## config.mk

```make
export PLATFORM = sky130hd
export DESIGN_NAME = pcs_config_store
export DESIGN_NICKNAME = d
export VERILOG_FILES = /design/src/pcs_pkg.sv /design/src/pcs_config_store.sv
export SDC_FILE = /design/constraint.sdc
export NUM_CORES = 2
export LEC_CHECK = 0
export ABC_AREA = 0
export BUFFER_PORTS_ARGS = -buffer_cell sky130_fd_sc_hd__buf_2
export CAP_MARGIN = 15
export CORE_UTILIZATION = 30
export DETAILED_ROUTE_END_ITERATION = 6
export PLACE_DENSITY = 0.49
export SLEW_MARGIN = 10
export SYNTH_ARGS = -nofsm -noshare
export SYNTH_HDL_FRONTEND = slang
export SYNTH_SLANG_ARGS = --single-unit
```

## constraint.sdc

```tcl
create_clock -name clk -period 8.1 [get_ports clk]
set_input_delay 0.405 -clock clk [delete_from_list [all_inputs] [get_ports clk]]
set_output_delay 0.405 -clock clk [all_outputs]
set_load 0.01 [all_outputs]
```

## src/pcs_pkg.sv

```systemverilog
package pcs_pkg;
  // ----------------------------------------------------------------
  // Command codes
  // ----------------------------------------------------------------
  localparam logic [7:0] CMD_RUN_CTRL = 8'h01;
  localparam logic [7:0] CMD_ON_SRC = 8'h02;
  localparam logic [7:0] CMD_STORE_DEF = 8'h11;
  localparam logic [7:0] CMD_RESTORE_DEF = 8'h12;
  localparam logic [7:0] CMD_STORE_USER = 8'h15;
  localparam logic [7:0] CMD_RESTORE_USER = 8'h16;
  localparam logic [7:0] CMD_VFMT = 8'h20;
  localparam logic [7:0] CMD_TARGET = 8'h21;
  localparam logic [7:0] CMD_TRIM = 8'h22;
  localparam logic [7:0] CMD_CAL = 8'h23;
  localparam logic [7:0] CMD_UPPER = 8'h24;
  localparam logic [7:0] CMD_MHIGH = 8'h25;
  localparam logic [7:0] CMD_MLOW = 8'h26;
  localparam logic [7:0] CMD_SLEW = 8'h27;
  localparam logic [7:0] CMD_LOADLINE = 8'h28;
  localparam logic [7:0] CMD_DUTY = 8'h32;
  localparam logic [7:0] CMD_FSW = 8'h33;
  // ----------------------------------------------------------------
  // Reset values
  // ----------------------------------------------------------------
  localparam logic [7:0] RST_RUN_CTRL = 8'h00;
  localparam logic [7:0] RST_ON_SRC = 8'h16;
  localparam logic [7:0] RST_VFMT = 8'h13;
  localparam logic [15:0] RST_TRIM = 16'h0000;
  localparam logic [15:0] RST_CAL = 16'h0000;
  localparam logic [15:0] RST_SLEW = 16'hba00;
  localparam logic [15:0] RST_LOADLINE = 16'h0000;
  localparam logic [15:0] RST_DUTY = 16'head6;
  // ----------------------------------------------------------------
  // Setting slots and field positions
  // ----------------------------------------------------------------
  localparam int NSLOT = 12;
  localparam int SL_RUN = 0;
  localparam int SL_ONSRC = 1;
  localparam int SL_TARGET = 2;
  localparam int SL_TRIM = 3;
  localparam int SL_CAL = 4;
  localparam int SL_UPPER = 5;
  localparam int SL_MHIGH = 6;
  localparam int SL_MLOW = 7;
  localparam int SL_SLEW = 8;
  localparam int SL_LOADLINE = 9;
  localparam int SL_DUTY = 10;
  localparam int SL_FSW = 11;
  localparam int RUN_ON_BIT = 7;
  localparam int MARGIN_HI = 5;
  localparam int MARGIN_LO = 4;
  localparam int ONSRC_CMD_BIT = 3;
  localparam int ONSRC_PIN_BIT = 2;
  localparam logic [1:0] MG_HIGH = 2'h2;
  localparam logic [1:0] MG_LOW = 2'h1;
  // Wait cycles before each slot write into a store; one slot takes NV_WAIT + 1 cycles
  localparam logic [3:0] NV_WAIT = 4'h3;
  typedef enum logic [4:0] {
    ST_INIT = 5'b00001,
    ST_IDLE = 5'b00010,
    ST_STORE = 5'b00100,
    ST_LOAD = 5'b01000,
    ST_WAIT = 5'b10000
  } pcs_state_t;
endpackage

```

## src/pcs_config_store.sv

```systemverilog
`timescale 1ns/1ps
`default_nettype none
// Contract
// - At initialisation, load working settings from the nonvolatile store; resetn clears both stores, so init loads reset and strap values.
// - Two stores exist: a default store and a user store.
// - Restore only from a store the user has been granted access to; user restore falls back to the default store without default_restore_ok.
// - Command 11h writes settings changed since last restore to default store.
// - Command 12h reloads working settings from the default store.
// - Command 15h writes settings changed since last restore to user store.
// - Command 16h reloads working settings from the user store.
// - Byte 02h chooses pin or command turn-on.
// - Byte 01h turns output on or off and picks margin mode.
// - Byte 20h reads linear format, exponent -13.
// - Word 21h holds nominal target, reset from pin strap.
// - Word 22h holds signed trim, reset 0000h.
// - Word 23h offset is added to the nominal target, reset 0000h.
// - Word 24h upper limit defaults to 1.1 times strapped voltage.
// - Words 25h and 26h hold margin targets used in margin modes.
// - Word 27h sets slew rate, reset BA00h.
// - Word 28h holds droop resistance, reset zero.
// - Word 32h limits duty cycle, reset EAD6h.
// - Word 33h sets switching frequency, reset from pin strap.
module pcs_config_store
  import pcs_pkg::*;
(
  input wire logic clk, // System clock
  input wire logic resetn, // Async reset, active low
  input wire logic clk_en, // Freezes all state when low
  input wire logic cmd_valid, // One-cycle command strobe
  input wire logic [7:0] cmd_code, // Command code
  input wire logic cmd_write, // High for write or send byte
  input wire logic [15:0] cmd_wdata, // Write data, bytes in low bits
  input wire logic [15:0] strap_vout, // Pin-strapped target voltage
  input wire logic [15:0] strap_fsw, // Pin-strapped switching frequency
  input wire logic user_restore_ok, // User store access granted
  input wire logic default_restore_ok, // Default store access granted
  input wire logic enable_pin, // Enable pin, asynchronous
  output logic [15:0] rsp_data, // Read answer data
  output logic rsp_valid, // Read answer strobe
  output logic cmd_busy, // Store or restore running
  output logic cmd_refused, // Pulse: command refused
  output logic output_on, // Output run state
  output logic [15:0] active_target, // Selected target plus offset
  output logic [15:0] slew_out, // Active slew rate word
  output logic [15:0] loadline_out, // Active droop word
  output logic [15:0] duty_limit_out, // Active duty ceiling
  output logic [15:0] fsw_out, // Active switching frequency
  output logic [15:0] upper_limit_out // Active upper voltage limit
);
  // ----------------------------------------------------------------
  // State
  // ----------------------------------------------------------------
  logic [15:0] work_reg [NSLOT];
  logic [15:0] def_mem [NSLOT];
  logic [15:0] user_mem [NSLOT];
  logic [NSLOT-1:0] dirty_reg;
  logic [NSLOT-1:0] def_valid_reg;
  logic [NSLOT-1:0] user_valid_reg;
  pcs_state_t state_reg;
  logic [3:0] slot_reg;
  logic [3:0] wait_reg;
  logic to_user_reg;
  logic en_s1_reg, en_s2_reg;
  logic [15:0] vout_s1_reg, vout_s2_reg;
  logic [15:0] fsw_s1_reg, fsw_s2_reg;
  logic [15:0] tgt_next;
  logic [4:0] wslot;
  logic hit;
  logic is_cmd;

  // ----------------------------------------------------------------
  // Command decode
  // ----------------------------------------------------------------
  always_comb begin
    hit = 1'b1;
    if (cmd_code == CMD_RUN_CTRL) wslot = 5'(SL_RUN);
    else if (cmd_code == CMD_ON_SRC) wslot = 5'(SL_ONSRC);
    else if (cmd_code == CMD_TARGET) wslot = 5'(SL_TARGET);
    else if (cmd_code == CMD_TRIM) wslot = 5'(SL_TRIM);
    else if (cmd_code == CMD_CAL) wslot = 5'(SL_CAL);
    else if (cmd_code == CMD_UPPER) wslot = 5'(SL_UPPER);
    else if (cmd_code == CMD_MHIGH) wslot = 5'(SL_MHIGH);
    else if (cmd_code == CMD_MLOW) wslot = 5'(SL_MLOW);
    else if (cmd_code == CMD_SLEW) wslot = 5'(SL_SLEW);
    else if (cmd_code == CMD_LOADLINE) wslot = 5'(SL_LOADLINE);
    else if (cmd_code == CMD_DUTY) wslot = 5'(SL_DUTY);
    else if (cmd_code == CMD_FSW) wslot = 5'(SL_FSW);
    else begin
      wslot = 5'h1f;
      hit = 1'b0;
    end
  end

  // Commands are taken only while idle; the host waits on cmd_busy
  assign is_cmd = cmd_valid && clk_en && state_reg == ST_IDLE;

  // ----------------------------------------------------------------
  // Enable pin synchroniser
  // ----------------------------------------------------------------
  always_ff @(posedge clk or negedge resetn) begin
    if (!resetn) begin
      en_s1_reg <= 1'b0;
      en_s2_reg <= 1'b0;
    end else if (clk_en) begin
      en_s1_reg <= enable_pin;
      en_s2_reg <= en_s1_reg;
    end
  end

  // ----------------------------------------------------------------
  // Strap synchronisers
  // ----------------------------------------------------------------
  // Straps settle before reset ends and then stay put, so the words
  // cross as levels; the init walk reaches the first strap slot only
  // after both stages hold the strap
  always_ff @(posedge clk or negedge resetn) begin
    if (!resetn) begin
      vout_s1_reg <= 16'h0000;
      vout_s2_reg <= 16'h0000;
      fsw_s1_reg <= 16'h0000;
      fsw_s2_reg <= 16'h0000;
    end else if (clk_en) begin
      vout_s1_reg <= strap_vout;
      vout_s2_reg <= vout_s1_reg;
      fsw_s1_reg <= strap_fsw;
      fsw_s2_reg <= fsw_s1_reg;
    end
  end

  // ----------------------------------------------------------------
  // Sequencer: init load, store and restore
  // ----------------------------------------------------------------
  always_ff @(posedge clk or negedge resetn) begin
    if (!resetn) begin
      state_reg <= ST_INIT;
      slot_reg <= 4'h0;
      wait_reg <= 4'h0;
      to_user_reg <= 1'b0;
      cmd_refused <= 1'b0;
    end else if (clk_en) begin
      cmd_refused <= 1'b0;
      case (state_reg)
        // Init loads the user level; unstored slots fall back to defaults
        ST_INIT: begin
          to_user_reg <= 1'b1;
          slot_reg <= 4'h0;
          state_reg <= ST_LOAD;
        end
        ST_IDLE: begin
          if (cmd_valid && cmd_write) begin
            if (cmd_code == CMD_STORE_DEF || cmd_code == CMD_STORE_USER) begin
              to_user_reg <= (cmd_code == CMD_STORE_USER);
              slot_reg <= 4'h0;
              wait_reg <= NV_WAIT;
              state_reg <= ST_STORE;
            end else if (cmd_code == CMD_RESTORE_DEF) begin
              if (default_restore_ok) begin
                to_user_reg <= 1'b0;
                slot_reg <= 4'h0;
                state_reg <= ST_LOAD;
              end else cmd_refused <= 1'b1;
            end else if (cmd_code == CMD_RESTORE_USER) begin
              if (user_restore_ok) begin
                to_user_reg <= 1'b1;
                slot_reg <= 4'h0;
                state_reg <= ST_LOAD;
              end else cmd_refused <= 1'b1;
            end else if (!hit) cmd_refused <= 1'b1;
          end else if (cmd_valid && !hit && cmd_code != CMD_VFMT) begin
            cmd_refused <= 1'b1;
          end
        end
        // Every slot waits NV_WAIT cycles, the pace of a slow store write
        ST_STORE: begin
          if (wait_reg == 4'h0) begin
            wait_reg <= NV_WAIT;
            if (slot_reg == 4'(NSLOT - 1)) state_reg <= ST_WAIT;
            else slot_reg <= slot_reg + 4'h1;
          end else wait_reg <= wait_reg - 4'h1;
        end
        ST_LOAD: begin
          if (slot_reg == 4'(NSLOT - 1)) state_reg <= ST_WAIT;
          else slot_reg <= slot_reg + 4'h1;
        end
        ST_WAIT: state_reg <= ST_IDLE;
        default: state_reg <= ST_IDLE;
      endcase
    end
  end

  // ----------------------------------------------------------------
  // Stores, with per-slot written flags
  // ----------------------------------------------------------------
  genvar g;
  generate
    for (g = 0; g < NSLOT; g++) begin : g_slot
      logic st_hit;
      assign st_hit = state_reg == ST_STORE && slot_reg == 4'(g) &&
                      wait_reg == 4'h0 && dirty_reg[g];
      always_ff @(posedge clk or negedge resetn) begin
        if (!resetn) begin
          def_mem[g] <= 16'h0000;
          user_mem[g] <= 16'h0000;
          def_valid_reg[g] <= 1'b0;
          user_valid_reg[g] <= 1'b0;
        end else if (clk_en && st_hit) begin
          if (to_user_reg) begin
            user_mem[g] <= work_reg[g];
            user_valid_reg[g] <= 1'b1;
          end else begin
            def_mem[g] <= work_reg[g];
            def_valid_reg[g] <= 1'b1;
          end
        end
      end
      // Working value; a host write in the same cycle cannot occur
      always_ff @(posedge clk or negedge resetn) begin
        if (!resetn) begin
          work_reg[g] <= 16'h0000;
          dirty_reg[g] <= 1'b0;
        end else if (clk_en) begin
          if (state_reg == ST_LOAD && slot_reg == 4'(g)) begin
            dirty_reg[g] <= 1'b0;
            if (to_user_reg && user_valid_reg[g])
              work_reg[g] <= user_mem[g];
            else if (def_valid_reg[g])
              work_reg[g] <= def_mem[g];
            else if (to_user_reg || def_valid_reg == '0) begin
              case (g)
                SL_RUN: work_reg[g] <= {8'h00, RST_RUN_CTRL};
                SL_ONSRC: work_reg[g] <= {8'h00, RST_ON_SRC};
                SL_TARGET: work_reg[g] <= vout_s2_reg;
                SL_TRIM: work_reg[g] <= RST_TRIM;
                SL_CAL: work_reg[g] <= RST_CAL;
                SL_UPPER:
                  work_reg[g] <= vout_s2_reg + 16'(vout_s2_reg / 16'd10);
                SL_MHIGH:
                  work_reg[g] <= vout_s2_reg + 16'(vout_s2_reg / 16'd20);
                SL_MLOW:
                  work_reg[g] <= vout_s2_reg - 16'(vout_s2_reg / 16'd20);
                SL_SLEW: work_reg[g] <= RST_SLEW;
                SL_LOADLINE: work_reg[g] <= RST_LOADLINE;
                SL_DUTY: work_reg[g] <= RST_DUTY;
                SL_FSW: work_reg[g] <= fsw_s2_reg;
                default: work_reg[g] <= 16'h0000;
              endcase
            end
          end else if (is_cmd && cmd_write && wslot == 5'(g)) begin
            work_reg[g] <= (g <= SL_ONSRC) ? {8'h00, cmd_wdata[7:0]}
                                           : cmd_wdata;
            dirty_reg[g] <= 1'b1;
          end
        end
      end
    end
  endgenerate

  // ----------------------------------------------------------------
  // Read answers
  // ----------------------------------------------------------------
  always_ff @(posedge clk or negedge resetn) begin
    if (!resetn) begin
      rsp_data <= 16'h0000;
      rsp_valid <= 1'b0;
    end else if (clk_en) begin
      // Reads of unknown codes give no answer, only a refusal
      rsp_valid <= is_cmd && !cmd_write && (hit || cmd_code == CMD_VFMT);
      if (is_cmd && !cmd_write) begin
        if (cmd_code == CMD_VFMT) rsp_data <= {8'h00, RST_VFMT};
        else if (hit) rsp_data <= work_reg[wslot[3:0]];
        else rsp_data <= 16'h0000;
      end
    end
  end

  // ----------------------------------------------------------------
  // Active settings toward the power stage
  // ----------------------------------------------------------------
  always_comb begin
    // Trim applies to the nominal target only; the offset is added to margin targets too
    if (work_reg[SL_RUN][MARGIN_HI:MARGIN_LO] == MG_HIGH)
      tgt_next = work_reg[SL_MHIGH];
    else if (work_reg[SL_RUN][MARGIN_HI:MARGIN_LO] == MG_LOW)
      tgt_next = work_reg[SL_MLOW];
    else
      tgt_next = work_reg[SL_TARGET] + work_reg[SL_TRIM];
    tgt_next = tgt_next + work_reg[SL_CAL];
    if (tgt_next > work_reg[SL_UPPER]) tgt_next = work_reg[SL_UPPER];
  end

  always_ff @(posedge clk or negedge resetn) begin
    if (!resetn) begin
      output_on <= 1'b0;
      active_target <= 16'h0000;
      slew_out <= 16'h0000;
      loadline_out <= 16'h0000;
      duty_limit_out <= 16'h0000;
      fsw_out <= 16'h0000;
      upper_limit_out <= 16'h0000;
      cmd_busy <= 1'b1;
    end else if (clk_en) begin
      cmd_busy <= state_reg != ST_IDLE;
      output_on <= (!work_reg[SL_ONSRC][ONSRC_CMD_BIT] ||
                    work_reg[SL_RUN][RUN_ON_BIT]) &&
                   (!work_reg[SL_ONSRC][ONSRC_PIN_BIT] || en_s2_reg);
      active_target <= tgt_next;
      slew_out <= work_reg[SL_SLEW];
      loadline_out <= work_reg[SL_LOADLINE];
      duty_limit_out <= work_reg[SL_DUTY];
      fsw_out <= work_reg[SL_FSW];
      upper_limit_out <= work_reg[SL_UPPER];
    end
  end

  // ----------------------------------------------------------------
  // Checks
  // ----------------------------------------------------------------
  vfmt_read_a: assert property (@(posedge clk) disable iff (!resetn)
    clk_en && is_cmd && !cmd_write && cmd_code == CMD_VFMT |=>
    rsp_valid && rsp_data == 16'h0013)
    else $error("format read wrong");
  restore_deny_a: assert property (@(posedge clk) disable iff (!resetn)
    clk_en && state_reg == ST_IDLE && cmd_valid && cmd_write &&
    cmd_code == CMD_RESTORE_USER && !user_restore_ok |=>
    cmd_refused && state_reg == ST_IDLE)
    else $error("denied restore ran");
  store_seq_a: assert property (@(posedge clk) disable iff (!resetn)
    clk_en && state_reg == ST_IDLE && cmd_valid && cmd_write &&
    cmd_code == CMD_STORE_USER |=> state_reg == ST_STORE && to_user_reg)
    else $error("store not started");
  init_load_a: assert property (@(posedge clk) disable iff (!resetn)
    resetn && clk_en && state_reg == ST_INIT |=> state_reg == ST_LOAD)
    else $error("init load missing");
  def_deny_a: assert property (@(posedge clk) disable iff (!resetn)
    is_cmd && cmd_write && cmd_code == CMD_RESTORE_DEF &&
    !default_restore_ok |=> cmd_refused && state_reg == ST_IDLE)
    else $error("denied default restore ran");
  def_load_a: assert property (@(posedge clk) disable iff (!resetn)
    is_cmd && cmd_write && cmd_code == CMD_RESTORE_DEF &&
    default_restore_ok |=> state_reg == ST_LOAD && !to_user_reg)
    else $error("default restore not started");
  user_load_a: assert property (@(posedge clk) disable iff (!resetn)
    is_cmd && cmd_write && cmd_code == CMD_RESTORE_USER &&
    user_restore_ok |=> state_reg == ST_LOAD && to_user_reg)
    else $error("user restore not started");
  store_def_a: assert property (@(posedge clk) disable iff (!resetn)
    is_cmd && cmd_write && cmd_code == CMD_STORE_DEF |=>
    state_reg == ST_STORE && !to_user_reg)
    else $error("default store not started");
  store_busy_a: assert property (@(posedge clk) disable iff (!resetn)
    clk_en && state_reg == ST_STORE |=> cmd_busy)
    else $error("busy low during store");
  trim_write_a: assert property (@(posedge clk) disable iff (!resetn)
    is_cmd && cmd_write && cmd_code == CMD_TRIM |=>
    work_reg[SL_TRIM] == $past(cmd_wdata))
    else $error("trim write lost");
  vfmt_ro_a: assert property (@(posedge clk) disable iff (!resetn)
    is_cmd && cmd_write && cmd_code == CMD_VFMT |=> cmd_refused)
    else $error("format write taken");

  // ----------------------------------------------------------------
  // Checks on the active settings
  // ----------------------------------------------------------------
  target_clamp_a: assert property (@(posedge clk) disable iff (!resetn)
    active_target <= upper_limit_out)
    else $error("target above upper limit");
  margin_high_a: assert property (@(posedge clk) disable iff (!resetn)
    clk_en && work_reg[SL_RUN][MARGIN_HI:MARGIN_LO] == MG_HIGH &&
    work_reg[SL_MHIGH] + work_reg[SL_CAL] <= work_reg[SL_UPPER] |=>
    active_target == $past(work_reg[SL_MHIGH] + work_reg[SL_CAL]))
    else $error("margin high target wrong");
endmodule
`default_nettype wire

```

==> results.rst <==
.. list-table::
   :header-rows: 1

   * - Metric
     - Value
   * - Failing checks
     - DRC
   * - Nets in the synthesized netlist
     - around 4500
   * - Count of flip-flops with a built-in enable after synthesis
     - 0
   * - Max-slew violation count
     - 0
   * - Starting Density
     - 30.3%
   * - Setup slack at placement
     - between 50 and 60 ps
   * - Cell at the slowest stage of the critical path
     - or4b_1
   * - Residual antenna-violating net count after detailed routing
     - 0
   * - VDD IR-drop max
     - ~0.17 mV
   * - Post-route cell area
     - 0.0491 mm²
   * - Most common flop cell mapped by yosys
     - dfrtp_1
   * - Gate count of the mapped netlist
     - roughly 4300
   * - Number of vias per cell after detailed routing
     - roughly 5.3
   * - Number of DRC markers in iteration 0
     - around 3100
   * - CP Data Arrival Time
     - ~8000 ps
   * - TritonCTS clock tree
     - built
   * - Yosys synthesis warning count
     - 0
   * - Maximum operating frequency
     - 130 MHz
   * - Relative slew slack
     - roughly 22%
   * - Inserted Clock Buffers
     - 93
   * - Core outline area
     - approximately 0.14 mm²
   * - FP Rows
     - around 140
   * - Power Density
     - around 260 mW/mm²
   * - I/O pin count
     - 180
   * - Average cell area after synthesis
     - 9.83 µm²
   * - Post-synth top area share
     - a little under half
   * - Final Critical Period
     - roughly 7700 ps
   * - Synthesized flop and latch total
     - 808
   * - Required time reported for the critical path endpoint
     - slightly below 9000 ps
   * - Fraction of the yosys area taken by sequential cells
     - 47.8%
   * - Detailed-placement wirelength estimate
     - a little under 100000 µm
   * - Final setup skew
     - roughly 35 ps
   * - Clock slew at reported path FFs
     - approximately 60 ps
   * - Number of hold-slack violations in the final timing report
     - 0
   * - Area delta synth->final
     - 16.0%
   * - Element type at the critical path end
     - register
   * - Cell type contributing the most total cell area after synthesis
     - dfrtp_1
   * - Static Leak
     - ~22 nW
   * - Global placer's final weighted congestion
     - between 0.8 and 0.9
   * - Count of nets after finishing
     - 4577
   * - Via count
     - 33700
   * - Startpoint types
     - register
   * - Die Outline Area
     - 0.143 mm²
   * - Total Routing Usage GR
     - 20.3%
   * - Largest net degree at the start of global routing
     - 137
   * - Yosys cell types
     - around 110
   * - Path category of the worst min-delay check
     - in2reg
   * - H-tree level count
     - 3
   * - Remaining DRCs
     - 1
   * - Clock network latency to the later pin of the worst-skew pair
     - 720 ps
   * - Least-Margin Pin Slew
     - 1170 ps
   * - Final Power
     - 12.6 mW
   * - Max clock buf depth
     - 3
   * - Number of buffers added on ports
     - roughly 180
   * - Most common cell in the netlist
     - dfrtp_1
   * - Final cycle utilization of the critical path
     - a little over nine tenths
   * - Vias in the first global route
     - around 32000
   * - Number of clock sinks
     - 808
   * - Share of layout cells above drive strength 1
     - 23.1%
   * - Commonest cells post-synth
     - dfrtp_1 (806), nand2_1 (622), mux2_2 (497), a21oi_1 (350), o21ai_0 (337)
   * - Placed inst area
     - between 0.04 and 0.05 mm²
   * - Number of maximum-capacitance constraint violations
     - 0
   * - Top cells by area in the synthesized netlist
     - dfrtp_1 (48%), mux2_2 (13%), nand2_1 (5.5%), a21oi_1 (4.1%), o21ai_0 (4.0%)
   * - Area of the mapped netlist
     - between 0.04 and 0.05 mm²
   * - Final setup violation count
     - 0
   * - Buffer type at the clock tree root
     - clkbuf_16
   * - Async S/R FF share, synth
     - 100%
   * - Critical Path Fanout Max
     - 13
   * - Die W
     - approximately 380 µm
   * - Critical setup path kind
     - reg2reg
   * - Total grt overflow
     - 0
   * - Run status
     - finished, violations left
   * - Share of the core filled with cells
     - a little over a third
   * - Die span in y
     - 378 µm
   * - Wire length of the first global-routing pass
     - between 200000 and 250000 µm
   * - Worst path max stage delay
     - about 510 ps
   * - Min setup slack post-route
     - ~420 ps
   * - Critical Path Most Common Cell
     - o21bai_1
   * - Drt wl/cell
     - roughly 23 µm
   * - Post-detailed-routing wire length
     - between 100000 and 150000 µm
   * - Initial antenna violation count
     - 10
   * - Detailed-router iteration count before antenna repair
     - 7
==> worst max-delay path, delay by kind of cell (launching register included) <==
family	cells	cell delay (ps)
compound gates	22	4150
xor+xnor	1	110
simple gates	5	1380
flops	1	500
fa+ha+maj	2	650
mux	2	500
buf+inv	2	240
==> metal layers <==
layer  GRT usage, %  part of all wire, %
met1           29.8                   47
met2           30.7                   44
met3           3.18                  5.7
met4           5.58                  2.5
met5              0                    0
==> area by class of cell <==
class,instances,area (µm²)
Fill cell,14200,90600
Multi-Input combinational cell,3069,20800
Sequential cell,808,20200
Clock buffer,134,2710
Tap cell,1876,2350
Timing Repair Buffer,329,2200
Inverter,118,443
Clock inverter,32,419
Antenna cell,1,2.50
==> logic make-up after synthesis <==
logic type / after synthesis / synth area share [%]
xor gates and xnor gates: 68 / 1.44
adders and majority gates: 95 / 2.89
buffers and inverters: 429 / 3.93
AOI/OAI and AO/OA: 1086 / 15.6
DFF: 808 / 47.8
muxes: 563 / 14.8
and+or+nand+nor: 1257 / 13.6
==> path summary, 6_finish.rpt <==
| check | startpoint | end | slack, ps | cells past startpoint |
|---|---|---|---|---|
| worst min-delay path | cmd_write | rsp_valid | 100 | 4 |
| worst max register to register | vout_s2_reg[15] | work_reg[94] | 420 | 34 |
| worst min register to register | user_valid_reg[11] | user_valid_reg[11] | 470 | 1 |
| min in group asynchronous | resetn | fsw_s2_reg[0] | 300 | 2 |
| max in group asynchronous | resetn | def_mem[61] | 5870 | 4 |
| worst max-delay path | vout_s2_reg[15] | work_reg[94] | 420 | 34 |
==> per-stage QoR <==
stage / TNS (ps) / hold WS [ps] / instances
global placement: 0 / 449 / 6147
global route: -53.9 / 94.5 / 6366
finish: 0 / 95.8 / 6367
floorplan: 0 / 109 / 4306
CTS: 0 / 41.7 / 6347
detailed placement: 0 / 454 / 6147
==> power by group <==
| group | internal [mW] | leakage (nW) | switching [mW] | total, mW |
|---|---|---|---|---|
| clock | 2.55 | 1.54 | 1.81 | 4.36 |
| combinational | 1.43 | 9.73 | 2.31 | 3.75 |
| sequential | 4.23 | 10.9 | 0.289 | 4.52 |
==> repair_timing <==
item | CTS | global route
resized for setup | 0 | 28
endpoints found under the hold margin | 108 | 0
setup endpoints to repair | 0 | 20
buffers inserted | 0 | 18
hold buffers | 34 | 0
==> placed cells by master (no fill, tap or decap), types with 107 or more instances in the layout <==
master	netlist	layout
mux2_2	497	497
buf_4	2	107
nand2_1	622	619
dfrtp_1	806	801
o21ai_0	337	334
nand3_1	171	171
inv_1	111	111
nor2_1	178	178
buf_2	12	179
a21oi_1	350	341
(Power assumes the default switching activity.)
